==> src/pkg/qpt_regs.vh <==
`ifndef QPT_REGS_VH
`define QPT_REGS_VH

// Address-byte register field values.
`define QPT_ADDR_CH0 3'h0
`define QPT_ADDR_CH1 3'h1
`define QPT_ADDR_CH2 3'h2
`define QPT_ADDR_CH3 3'h3
`define QPT_ADDR_SELECT 3'h7

// Select control register layout and power-up value.
`define QPT_SEL_NV_BIT 0
`define QPT_SEL_BANK_LO 1
`define QPT_SEL_BANK_HI 2
`define QPT_SEL_RESET 8'h00

// Slave address byte layout.
`define QPT_SA_TYPE_HI 7
`define QPT_SA_TYPE_LO 4
`define QPT_SA_HWADDR_HI 3
`define QPT_SA_HWADDR_LO 1
`define QPT_SA_DIR_BIT 0

// Device type identifier; this value is arbitrary.
`define QPT_DEV_TYPE_DEFAULT 4'h9

// Nonvolatile write cycle time and its cycle count at the system clock.
`define QPT_NV_WRITE_TIME_US 5000
`define QPT_CLK_FREQ_MHZ 200
`define QPT_NV_WRITE_CYCLES (`QPT_NV_WRITE_TIME_US * `QPT_CLK_FREQ_MHZ)
`define QPT_NV_TIMER_W 20

`endif

==> src/logic/qpt_slave.v <==
// Behaviour
// - Channel comes from the next address byte.
// - Address 0-3 channels, 7 select control.
// - Byte write: three bytes, each acknowledged.
// - Volatile writes leave device ready after STOP.
// - Stored write with protect high starts cycle.
// - Busy cycle ignores master, data released.
// - Stored write also updates channel wiper.
// - Page bytes acknowledged, channel counter increments.
// - Channel counter wraps from 3 to 0.
// - Extra page bytes overwrite following the counter.
// - Page STOP starts cycle, inputs disabled meanwhile.
// - Page bytes also written to wipers.
// - Move/read copies stored value into wiper.
// - Random read header bytes all acknowledged.
// - Send bytes while master acknowledges each.
// - Read starts at pointer, increments, wraps.
// - Power-up pointer is bank 0 channel 0.
// - Select control: bank bits 2:1, nv bit 0.
// - NV bit clear picks wiper, set picks bank.
// - Slave address: type, pin address, direction.
// - No acknowledge to slave address while busy.
`timescale 1ns/1ps
`include "qpt_regs.vh"

module qpt_slave #(
  parameter [3:0] DEV_TYPE        = `QPT_DEV_TYPE_DEFAULT,
  parameter       NV_WRITE_CYCLES = `QPT_NV_WRITE_CYCLES
) (
  input  wire        clk_sys,
  input  wire        rstn,
  input  wire        scl_in,
  input  wire        sda_in,
  output wire        sda_out,
  output wire        sda_oe,
  input  wire        hw_address_pin_0,
  input  wire        hw_address_pin_1,
  input  wire        hw_address_pin_2,
  input  wire        write_enable_pin,
  output wire [31:0] wiper_position,
  output wire        nv_busy
);

  localparam [4:0] ST_IDLE  = 5'b00001;
  localparam [4:0] ST_RXB   = 5'b00010;
  localparam [4:0] ST_RXACK = 5'b00100;
  localparam [4:0] ST_TXB   = 5'b01000;
  localparam [4:0] ST_TXACK = 5'b10000;

  localparam [1:0] K_SA = 2'h0;
  localparam [1:0] K_AD = 2'h1;
  localparam [1:0] K_DT = 2'h2;

  localparam integer NV_LOAD_I = NV_WRITE_CYCLES - 1;
  localparam [`QPT_NV_TIMER_W-1:0] NV_LOAD = NV_LOAD_I[`QPT_NV_TIMER_W-1:0];

  reg        scl_m;
  reg        scl_s;
  reg        scl_d;
  reg        sda_m;
  reg        sda_s;
  reg        sda_d;
  reg  [2:0] pin_m;
  reg  [2:0] pin_s;
  reg        wp_m;
  reg        wp_s;

  reg  [4:0] state_reg;
  reg  [1:0] kind_reg;
  reg  [3:0] cnt_reg;
  reg  [7:0] rx_sh_reg;
  reg  [7:0] tx_sh_reg;
  reg        rd_mode_reg;
  reg        ack_reg;
  reg        sda_oe_reg;
  reg  [2:0] tgt_reg;
  reg  [1:0] ch_reg;
  reg  [7:0] sel_ctl_reg;
  reg        busy_reg;
  reg  [`QPT_NV_TIMER_W-1:0] nv_timer_reg;
  reg  [7:0] wiper_reg [0:3];
  reg  [7:0] nv_mem_reg [0:15];
  reg  [7:0] pend_data_reg [0:3];
  reg  [3:0] pend_valid_reg;
  reg  [1:0] pend_bank_reg;
  reg  [7:0] rd_byte;

  integer i;

  wire [1:0] bank_sel = sel_ctl_reg[`QPT_SEL_BANK_HI:`QPT_SEL_BANK_LO];
  wire       nv_sel   = sel_ctl_reg[`QPT_SEL_NV_BIT];
  wire       is_chan  = ~tgt_reg[2];
  wire       is_sel   = (tgt_reg == `QPT_ADDR_SELECT);

  // Bus pins and straps arrive from outside, so each passes two flops first.
  always @(posedge clk_sys or negedge rstn) begin
    if (!rstn) begin
      scl_m <= 1'b1;
      scl_s <= 1'b1;
      scl_d <= 1'b1;
      sda_m <= 1'b1;
      sda_s <= 1'b1;
      sda_d <= 1'b1;
      pin_m <= 3'h0;
      pin_s <= 3'h0;
      wp_m  <= 1'b0;
      wp_s  <= 1'b0;
    end else begin
      scl_m <= scl_in;
      scl_s <= scl_m;
      scl_d <= scl_s;
      sda_m <= sda_in;
      sda_s <= sda_m;
      sda_d <= sda_s;
      pin_m <= {hw_address_pin_2, hw_address_pin_1, hw_address_pin_0};
      pin_s <= pin_m;
      wp_m  <= write_enable_pin;
      wp_s  <= wp_m;
    end
  end

  // Edge and bus-condition detection looks only at the second and third stages.
  wire scl_rise   = scl_s & ~scl_d;
  wire scl_fall   = ~scl_s & scl_d;
  wire start_cond = scl_s & scl_d & sda_d & ~sda_s;
  wire stop_cond  = scl_s & scl_d & ~sda_d & sda_s;

  // Slave address check against the type identifier and strap pins.
  wire sa_match = (rx_sh_reg[`QPT_SA_TYPE_HI:`QPT_SA_TYPE_LO] == DEV_TYPE) &&
                  (rx_sh_reg[`QPT_SA_HWADDR_HI:`QPT_SA_HWADDR_LO] == pin_s);

  // Byte offered to the master, chosen by the pointer and the select bits.
  always @* begin
    rd_byte = 8'h00;
    if (is_sel) begin
      rd_byte = sel_ctl_reg;
    end else if (is_chan) begin
      if (nv_sel) begin
        rd_byte = nv_mem_reg[{bank_sel, ch_reg}];
      end else begin
        rd_byte = wiper_reg[ch_reg];
      end
    end
  end

  // Loads the transmit shifter and performs the move into the wiper.
  task load_tx;
    begin
      tx_sh_reg  <= rd_byte;
      sda_oe_reg <= ~rd_byte[7];
      cnt_reg    <= 4'h0;
      state_reg  <= ST_TXB;
      if (is_chan && nv_sel) begin
        wiper_reg[ch_reg] <= rd_byte;
      end
    end
  endtask

  // Protocol engine, register file and nonvolatile write timer.
  always @(posedge clk_sys or negedge rstn) begin
    if (!rstn) begin
      state_reg      <= ST_IDLE;
      kind_reg       <= K_SA;
      cnt_reg        <= 4'h0;
      rx_sh_reg      <= 8'h00;
      tx_sh_reg      <= 8'h00;
      rd_mode_reg    <= 1'b0;
      ack_reg        <= 1'b0;
      sda_oe_reg     <= 1'b0;
      tgt_reg        <= `QPT_ADDR_CH0;
      ch_reg         <= 2'h0;
      sel_ctl_reg    <= `QPT_SEL_RESET;
      busy_reg       <= 1'b0;
      nv_timer_reg   <= {`QPT_NV_TIMER_W{1'b0}};
      pend_valid_reg <= 4'h0;
      pend_bank_reg  <= 2'h0;
      for (i = 0; i < 4; i = i + 1) begin
        wiper_reg[i]     <= 8'h00;
        pend_data_reg[i] <= 8'h00;
      end
      for (i = 0; i < 16; i = i + 1) begin
        nv_mem_reg[i] <= 8'h00;
      end
    end else if (busy_reg) begin
      // The bus is ignored entirely and the data line stays released.
      state_reg  <= ST_IDLE;
      sda_oe_reg <= 1'b0;
      if (nv_timer_reg == {`QPT_NV_TIMER_W{1'b0}}) begin
        busy_reg       <= 1'b0;
        pend_valid_reg <= 4'h0;
        for (i = 0; i < 4; i = i + 1) begin
          if (pend_valid_reg[i]) begin
            nv_mem_reg[{pend_bank_reg, i[1:0]}] <= pend_data_reg[i];
          end
        end
      end else begin
        nv_timer_reg <= nv_timer_reg - 1'b1;
      end
    end else if (start_cond) begin
      // Outside a busy cycle, a START, repeated or not, always restarts address reception.
      state_reg  <= ST_RXB;
      kind_reg   <= K_SA;
      cnt_reg    <= 4'h0;
      sda_oe_reg <= 1'b0;
    end else if (stop_cond) begin
      state_reg  <= ST_IDLE;
      sda_oe_reg <= 1'b0;
      if (|pend_valid_reg) begin
        if (wp_s) begin
          busy_reg     <= 1'b1;
          nv_timer_reg <= NV_LOAD;
        end else begin
          pend_valid_reg <= 4'h0;
        end
      end
    end else begin
      case (state_reg)
        ST_IDLE: begin
          sda_oe_reg <= 1'b0;
        end
        ST_RXB: begin
          if (scl_rise) begin
            rx_sh_reg <= {rx_sh_reg[6:0], sda_s};
            cnt_reg   <= cnt_reg + 4'h1;
          end else if (scl_fall && cnt_reg == 4'h8) begin
            case (kind_reg)
              K_SA: begin
                if (sa_match) begin
                  rd_mode_reg <= rx_sh_reg[`QPT_SA_DIR_BIT];
                  sda_oe_reg  <= 1'b1;
                  state_reg   <= ST_RXACK;
                end else begin
                  state_reg <= ST_IDLE;
                end
              end
              K_AD: begin
                // Upper bits are don't-care; only the register field is decoded.
                tgt_reg <= rx_sh_reg[2:0];
                if (!rx_sh_reg[2]) begin
                  ch_reg <= rx_sh_reg[1:0];
                end
                sda_oe_reg <= 1'b1;
                state_reg  <= ST_RXACK;
              end
              default: begin
                if (is_sel) begin
                  sel_ctl_reg <= {5'h00, rx_sh_reg[2:0]};
                end else if (is_chan) begin
                  wiper_reg[ch_reg] <= rx_sh_reg;
                  if (nv_sel) begin
                    pend_data_reg[ch_reg]  <= rx_sh_reg;
                    pend_valid_reg[ch_reg] <= 1'b1;
                    pend_bank_reg          <= bank_sel;
                  end
                  ch_reg <= ch_reg + 2'h1;
                end
                // Unused addresses fall through here and touch nothing.
                sda_oe_reg <= 1'b1;
                state_reg  <= ST_RXACK;
              end
            endcase
          end
        end
        ST_RXACK: begin
          if (scl_fall) begin
            cnt_reg    <= 4'h0;
            sda_oe_reg <= 1'b0;
            state_reg  <= ST_RXB;
            if (kind_reg == K_SA && rd_mode_reg) begin
              load_tx;
            end else if (kind_reg == K_SA) begin
              kind_reg <= K_AD;
            end else begin
              kind_reg <= K_DT;
            end
          end
        end
        ST_TXB: begin
          if (scl_rise) begin
            cnt_reg <= cnt_reg + 4'h1;
          end else if (scl_fall) begin
            if (cnt_reg == 4'h8) begin
              sda_oe_reg <= 1'b0;
              state_reg  <= ST_TXACK;
            end else begin
              tx_sh_reg  <= {tx_sh_reg[6:0], 1'b0};
              sda_oe_reg <= ~tx_sh_reg[6];
            end
          end
        end
        ST_TXACK: begin
          if (scl_rise) begin
            ack_reg <= ~sda_s;
            if (!sda_s && is_chan) begin
              ch_reg <= ch_reg + 2'h1;
            end
          end else if (scl_fall) begin
            if (ack_reg) begin
              load_tx;
            end else begin
              state_reg <= ST_IDLE;
            end
          end
        end
        default: begin
          state_reg  <= ST_IDLE;
          sda_oe_reg <= 1'b0;
        end
      endcase
    end
  end

  // Open-drain data: the pad only ever pulls low, so the driven level is fixed.
  assign sda_out = 1'b0;
  assign sda_oe  = sda_oe_reg;
  assign nv_busy = busy_reg;

  // Wiper positions leave the block as one flat bus, channel 0 lowest.
  genvar g;
  generate
    for (g = 0; g < 4; g = g + 1) begin : g_wiper
      assign wiper_position[8*g+7:8*g] = wiper_reg[g];
    end
  endgenerate

endmodule // qpt_slave

==> config.mk <==
export PLATFORM = sky130hd
export DESIGN_NAME = qpt_slave
export DESIGN_NICKNAME = d
export VERILOG_FILES = /design/src/logic/qpt_slave.v
export VERILOG_INCLUDE_DIRS = /design/src /design/src/pkg
export SDC_FILE = /design/constraint.sdc
export NUM_CORES = 1
export LEC_CHECK = 0
export BUFFER_PORTS_ARGS = -buffer_cell sky130_fd_sc_hd__buf_2
export CAP_MARGIN = 10
export CORE_MARGIN = 2
export CORE_UTILIZATION = 33
export CTS_BUF_LIST = sky130_fd_sc_hd__clkbuf_8
export CTS_CLUSTER_SIZE = 8
export DETAILED_ROUTE_END_ITERATION = 16
export PLACE_DENSITY = 0.5
export SYNTH_ARGS = -nofsm -noshare
export SYNTH_HDL_FRONTEND = slang
export SYNTH_SLANG_ARGS = --single-unit
==> constraint.sdc <==
create_clock -name clk_sys -period 2.78 [get_ports clk_sys]
set_input_delay 0.139 -clock clk_sys [delete_from_list [all_inputs] [get_ports clk_sys]]
set_output_delay 0.139 -clock clk_sys [all_outputs]
set_load 0.03 [all_outputs]
Yosys cells after proc, flatten, opt, wreduce, memory -nomap -nowiden
Cells that the tools add are included.
Cells by class
  add/sub/neg operators: 3
  $lt $le $gt $ge: 13
  equality and inequality tests: 56
  mux-type cells: 139
  bitwise gates (word level): 27
  reductions and logical operators: 45
Operators with widths (count)
  128-bit 2-to-1 mux: 10
  128-bit bitwise mux: 4
  32-bit 2-to-1 mux: 11
  8-bit demux with 4-bit select: 4
  20-bit 2-to-1 mux: 6
  32-bit bitwise mux: 3
  8-bit 2-to-1 mux: 12
  32-bit one-hot mux with 3 select lines: 1
  4-bit 2-to-1 mux: 22
  5-bit 2-to-1 mux: 12
  7-bit 2-to-1 mux: 8
  5-bit != test (second input constant): 9
  2-bit != test (second input constant): 20
  8-bit binary-select mux with 4-bit select: 1
  2-bit 2-to-1 mux: 13
  5-bit greater-or-equal comparator (second input constant): 5
  4-bit NOT with 5-bit output: 5
  5-bit one-hot mux with 5 select lines: 1
  3-bit != test (second input constant): 8
  12-bit AND reduction: 2
  8-bit AND reduction: 3
  1-bit 2-to-1 mux: 22
  7-bit one-hot mux with 3 select lines: 1
  20-bit zero test: 1
  other kinds (48): 99
Storage, ports and cells
  register bits after elaboration: 270
  output and inout port bits: 35
  logic and storage cells: 332

Logic depth before layout (Yosys ltp)
Gate-level depths: netlist of the first run.
  depth in word-level cells: 19
  mapped depth: 10
  mapped depth without buffers: 8

Least setup slack after synthesis of the first run
Ideal clock, no wire load.
  path type: reg-to-reg
  start: register nv_timer_reg[11]
  end: register nv_mem_reg[112] (netlist bit)
  library setup time: 0.125 ns
  data arrival time: 2.709 ns
  required time: 2.655 ns
  setup slack: -0.054 ns
  stages on the path, launching flop included: 7
  buffers on the path: 1
  clock period less this slack: 2.834 ns
  cell sequence: dfrtp_1 -> or4_1 -> or2_1 -> or4_1 -> buf_6 -> nor4_4 -> mux2_2
On the way
  longest elaborated chain between the ends: 2
RTL lines
  start, declared: line qpt_slave.v:80  | reg [`QPT_NV_TIMER_W-1:0] nv_timer_reg;
  start signal, assigned: line qpt_slave.v:174  | nv_timer_reg <= {`QPT_NV_TIMER_W{1'b0}};
  start signal, assigned: line qpt_slave.v:197  | nv_timer_reg <= nv_timer_reg - 1'b1;
  20-bit zero test: line qpt_slave.v:188  | if (nv_timer_reg == {`QPT_NV_TIMER_W{1'b0}}) begin
  2-bit AND reduction (no source line)
  end signal, assigned by index: line qpt_slave.v:193  | nv_mem_reg[{pend_bank_reg, i[1:0]}] <= pend_data_reg[i];
  end, declared: line qpt_slave.v:82  | reg [7:0] nv_mem_reg [0:15];
Every way passes these cells.
A chain may end at the register's enable or synchronous reset.

Worst setup path in the final report of the first run
  start: register nv_timer_reg[12]
  end: register nv_mem_reg[102] (netlist bit)
Same word-level chain as after synthesis.

==> summary.txt, run 1 <==
Floorplanning
  • Chip height: 200 um
  • I/O pin total: 43
  • CORE AREA: 37800 um2
  • Die ar.: 40000 um2
  • Starting density of the core: 0.336
  • Die X: 200 um
  • Site Rows: 71

Timing
  • Fmax: 358 MHz
  • RSZ-0062 raised after global routing: yes
  • Slew Limit Fails: 0
  • TNS Setup: -20.2 ps
  • Final min period: 2790 ps
  • Final Hold Vio Count: 0
  • Worst setup skew after layout: 23.5 ps
  • Tcrit/Tclk final: 1.00
  • Final setup viols: 3
  • Slew headroom: 0.513
  • Worst slew pin tran: 728 ps
  • Slack of the critical path: -10.2 ps

Critical path
  • CP startpoint kind: register
  • Crit path kind: register to register
  • CP arrival: 3230 ps
  • Req. time, crit path: 3220 ps
  • Critical Path Fanout Max: 10
  • Crit path largest cell delay: 540 ps
  • Crit-path cells: or4_4 > or2_4 > or4_4 > buf_12 > nor4_4 > buf_4 > mux2_2
  • Worst path slowest cell: or4_4
  • Critical Path Sink Type: register
  • CP most frequent cell: or4_4

Placed design
  • Placed cells: 1599
  • PortBufs: 41
  • Placer Congestion: 0.855
  • DPL Wire Length: 24.8 mm

Power
  • PD cells: 517 nW/um2
  • Leakage: 0.00709 uW
  • Max VDD drop: 0.275 mV

Clock tree
  • Htree depth: 2
  • CTS root buf: clkbuf_8
  • # clock sinks: 270
  • CTS tree: done
  • CTS clk-pin slew, worst paths: 60 ps
  • Setup Buffers After CTS: 0
  • Num CTS Buffers: 46
  • Clock Latency Late Sink: 570 ps
  • Clock Path Buffers: 3

Synthesis
  • Mean area per synthesized cell: 12.5 um2
  • Synth async-reset ratio: 1.00
  • Number of enable-type register cells in the synthesized netlist: 0
  • Cell area after synthesis: 12700 um2
  • #FFs+latches synth: 270
  • Syn Nets: 1027
  • Post-synth top flop: dfrtp_1
  • Number of synthesis warnings: 0
  • Post-synthesis cell type count: 70
  • Sequential-to-total area share from yosys stat: 0.534
  • Post-Syn Instances: 1012

Drt
  • Final ANT Viol Nets: 0
  • Routed wire per std cell: 20.9 um
  • DRT iter0 DRCs: 582
  • DRC: 0
  • Vias: 8713
  • Total wire length: 35.3 mm
  • DRT Pass-1 Iters: 5
  • Vias per cell: 5.17

Final layout
  • Layout cell share with drive strength beyond 1: 0.363
  • Final-stage net count: 1159
  • Area occupied by registers: 6770 um2
  • Area Growth Syn to Fin: 20.4%
  • Layout Cells excl Fill: 1686
  • Max FFs per register: 128
  • Area of the multi-input gates: 5730 um2
  • N_diodes: 0
  • Fill cells: 3638

Global route
  • GRT Overall Usage: 0.183
  • Vias in the first global route: 8928
  • Global route overflow: 0
  • First-pass GRT wire length: 54.7 mm
  • Largest net degree at the start of global routing: 76
  • Antenna violations before repair: 0

Run status
  • Failing checks: setup timing
  • Status: finished with violations

Hold path
  • Worst Hold Class: input port to async pin

Job
  • Max Cap Viol: 0
## cell families (layout without fill, tap and decap cells)
kind of cell	Yosys count	after routing	synth area share
AND/OR/NAND/NOR	282	282	0.126
flip-flops	270	270	0.534
multiplexers	231	231	0.228
AO/OA/AOI/OAI	142	142	0.0726
buffers and inverters	62	225	0.0201
XOR/XNOR	17	17	0.0118
adder cells (fa/ha/maj)	7	7	0.00691
other	1	1	0.000296
## critical path: cells and delay by family, from the launching register on
kind	cells	cell delay, ps
and+or+nand+nor	4	1530
DFF	1	390
muxes	1	340
buffers and inverters	2	380
## timing repair
action / 4_1_cts / 5_1_grt
pin swaps: 1 / 4
gates cloned: 1 / 0
endpoints found under the setup margin: 21 / 108
resized for setup: 2 / 24
hold endpoints to repair: 76 / 0
hold buffers: 7 / 0
## cells in the final DEF, fill, tap and decap left out, types with 4 or more instances in the layout
master	Yosys	layout
dfstp_2	7	7
buf_6	1	4
mux2_4	0	13
clkbuf_8	0	60
buf_2	9	40
nand3b_1	6	6
o21ai_0	38	37
a21oi_1	24	24
and2_1	8	8
nor3_1	10	10
a2111oi_1	0	4
nor2b_1	14	14
nand2_1	84	84
nor4_1	9	9
ha_1	7	7
or4_1	10	7
nand4_1	10	10
nand3_1	21	21
buf_4	1	60
nor2_1	57	57
mux4_2	29	29
a211oi_1	8	8
inv_1	14	30
and3_1	7	7
o41ai_1	6	4
dlygate4sd3_1	0	7
nor4_4	4	4
xor2_1	5	5
nand2b_1	14	14
buf_12	0	17
a31oi_1	28	28
mux2i_1	27	27
nor3_4	12	12
mux2_2	171	159
dfrtp_1	263	261
xnor2_1	12	12
## power breakdown
part | internal [uW] | switching, uW
Sequential | 3970 | 45.3
Clock | 1910 | 1610
Combinational | 125 | 227
## synthesized netlist by cell type (14+ instances only)
master / instances / area, um2
o21ai_0: 38 / 190
nor2_1: 57 / 214
nor2b_1: 14 / 87.6
nand2b_1: 14 / 87.6
inv_1: 14 / 52.6
nand3_1: 21 / 105
mux2_2: 171 / 1930
a21oi_1: 24 / 120
mux2i_1: 27 / 270
mux4_2: 29 / 653
clkbuf_1: 31 / 116
nand2_1: 84 / 315
a31oi_1: 28 / 175
dfrtp_1: 263 / 6580
## routing by layer
metal  share of wire  vias to the layer above  GRT usage
met5               0                        -          0
met4           0.026                        0     0.0524
met3           0.042                       57     0.0309
met2            0.46                      180      0.295
met1            0.47                     4480      0.254
li1                -                     3996          -
## final cells by class
cell class	instances	area share
clock inverters	19	0.00509
flip-flops and latches	270	0.444
clock buffers	60	0.0541
inverters	16	0.00394
multi-input cells	680	0.376
repair buffers	130	0.0753
well taps	511	0.0419
## per-stage QoR
step	total power (uW)	hold WS, ps	setup WS (ps)	area, um2	util
after detailed placement	4430	183	-16.0	14200	0.375
after global placement	4430	181	-7.31	14200	0.375
after floorplan	4240	-157	3.37	12700	-
after global routing	8240	197	-65.3	15300	0.404
after CTS	8000	163	3.56	15200	0.402
final	7890	153	-10.2	15300	0.404
## path summary, 6_finish.rpt
path / startpoint / to / slack (ps) / depth (start not counted)
setup / recovery: nv_timer_reg[12] / nv_mem_reg[102] / -10 / 7
hold / removal: rstn / nv_timer_reg[14] / 150 / 2
setup reg to reg: nv_timer_reg[12] / nv_mem_reg[102] / -10 / 7
hold reg to reg: wp_m / wp_s / 340 / 0
max in group asynchronous: rstn / wiper_position[8] / 1810 / 3
min in group clk_sys: hw_address_pin_2 / pin_m[2] / 220 / 2
(Power assumes the default switching activity.)
==> inputs of run 2 (changes only) <==
- PLACE_DENSITY: 0.5 -> 0.49
- clock period: 2.78 -> 2.9 ns (I/O delays scaled with it)
==> run 2 against run 1 <==
Against the previous run:
- the run now ends clean
- total power fell by 2.7%
- routed wire length up 0.99%
- die area did not move
- cell count rose by 1.1%
- utilization increased by 0.19 points
- clock skew rose by 7.1 ps
- critical path type unchanged
==> summary.txt, run 2 (synthesis gave the netlist of run 1 again) <==
Run status
  • Status: complete, no violations

Timing
  • Worst slew pin tran: 942 ps
  • Tcrit/Tclk final: 0.973
  • Final min period: 2820 ps
  • TNS Setup: 0 ps
  • Slew headroom: 0.356
  • Slew Limit Fails: 0
  • Worst hold slack: 96.4 ps
  • Fmax: 354 MHz
  • Worst setup skew after layout: 30.6 ps
  • Final setup viols: 0
  • Slack of the critical path: 78.3 ps
  • Final Hold Vio Count: 0

Clock tree
  • Clock Latency Late Sink: 600 ps
  • CTS root buf: clkbuf_8
  • # clock sinks: 270
  • Htree depth: 2
  • Num CTS Buffers: 47
  • CTS tree: done
  • CTS clk-pin slew, worst paths: 60 ps
  • Clock Path Buffers: 3

Critical path
  • Register-to-register setup slack: 80 ps
  • Critical Path Sink Type: register
  • CP arrival: 3300 ps
  • Critical Path Fanout Max: 8
  • R2R Path Start: nv_timer_reg[12]
  • Worst reg-to-reg path cell count: 7
  • R2r endpoint: nv_mem_reg[71]
  • Crit path kind: register to register
  • Req. time, crit path: 3380 ps
  • Setup crit start: nv_timer_reg[12]
  • CP startpoint kind: register

Floorplanning
  • I/O pin total: 43
  • Site Rows: 71
  • Chip height: 200 um
  • CORE AREA: 37800 um2
  • Die X: 200 um
  • Die ar.: 40000 um2
  • Starting density of the core: 0.336

Final layout
  • Fill cells: 3636
  • Layout cell share with drive strength beyond 1: 0.374
  • N_diodes: 0
  • Most frequent cells in the layout: 261 x dfrtp_1, 171 x mux2_2, 84 x nand2_1
  • Area Growth Syn to Fin: 20.9%
  • Final Util: 0.406
  • Final-stage net count: 1174
  • Area of the multi-input gates: 5690 um2
  • Leading cell type in the layout, fill and taps excluded: dfrtp_1
  • Max FFs per register: 128
  • Area occupied by registers: 6770 um2

Placed design
  • Pre-CTS worst setup slack: -117 ps
  • Placer Congestion: 0.882
  • PortBufs: 41
  • DPL Wire Length: 24.8 mm

Drt
  • Vias per cell: 5.13
  • DRT iter0 DRCs: 507
  • Vias: 8744
  • Routed wire per std cell: 20.9 um
  • Final ANT Viol Nets: 0
  • Total wire length: 35.6 mm
  • DRT Pass-1 Iters: 4
  • DRC: 0

Hold path
  • Worst Hold Class: input port to async pin

Job
  • Max Cap Viol: 0

Global route
  • Global route overflow: 0
  • First-pass GRT wire length: 54.9 mm
  • Largest net degree at the start of global routing: 71
  • Antenna violations before repair: 0
  • GRT Overall Usage: 0.185
  • Vias in the first global route: 8941

Power
  • Max VDD drop: 0.267 mV
  • Leakage: 0.00713 uW
  • PD cells: 501 nW/um2
  • Final Total Pwr: 7680 uW
## run 2: cell count changes in the layout (fill, tap and decap cells not counted), sizes merged
| cell | previous run | this run |
|---|---|---|
| clkinv | 3 | 6 |
| buf | 123 | 136 |
| inv | 31 | 30 |
| clkbuf | 60 | 62 |
| bufbuf | 0 | 1 |
## run 2: cell type report
class / count / share of cell area
well taps: 511 / 0.0417
inverters: 16 / 0.00392
multi-input cells: 680 / 0.371
flip-flops and latches: 270 / 0.442
repair buffers: 144 / 0.0794
clock inverters: 21 / 0.00612
clock buffers: 62 / 0.0557
## run 2: worst max-delay path by stage
stage	slack, ps	endpoint
floorplan	70	nv_mem_reg[112]
CTS	6	wiper_position[8]
finish	80	nv_mem_reg[71]
detailed placement	-120	wiper_position[19]
global placement	-70	nv_mem_reg[104]
global route	-3	wiper_position[28]
## run 2: timing repair
action | CTS | global route
hold buffers | 7 | 0
gates cloned | 1 | 0
setup buffers | 0 | 7
pin swaps | 0 | 2
endpoints found under the setup margin | 129 | 74
resized for setup | 4 | 6
endpoints found under the hold margin | 274 | 0
## run 2: critical path: stages (launching register included)
cell and delay [ps]:
dfrtp_1 380, or4_1 540, or2_1 260, or4_4 480, bufbuf_16 320, nor3_4 220
buf_4 190, mux2_2 330
## run 2: routing by layer
layer  part of all wire  wire (um)  up-vias  track usage
met2               0.46      16300      175        0.288
met3              0.040       1440       66       0.0311
li1                   -          -     4040            -
met1               0.47      16700     4463        0.256
met5                  0          0        -            0
met4              0.033       1190        0       0.0760
## run 2: per-stage QoR
step,cells,area (um2)
4_1_cts,1697,15200
2_1_floorplan,1012,12700
3_5_place_dp,1606,14200
5_1_grt,1704,15300
3_3_place_gp,1606,14200
6_report,1704,15300
## run 2: report_power, final
part,total (uW),switching [uW],internal [uW]
clock network,3490,1590,1900
logic,329,213,116
registers,3860,50.6,3810
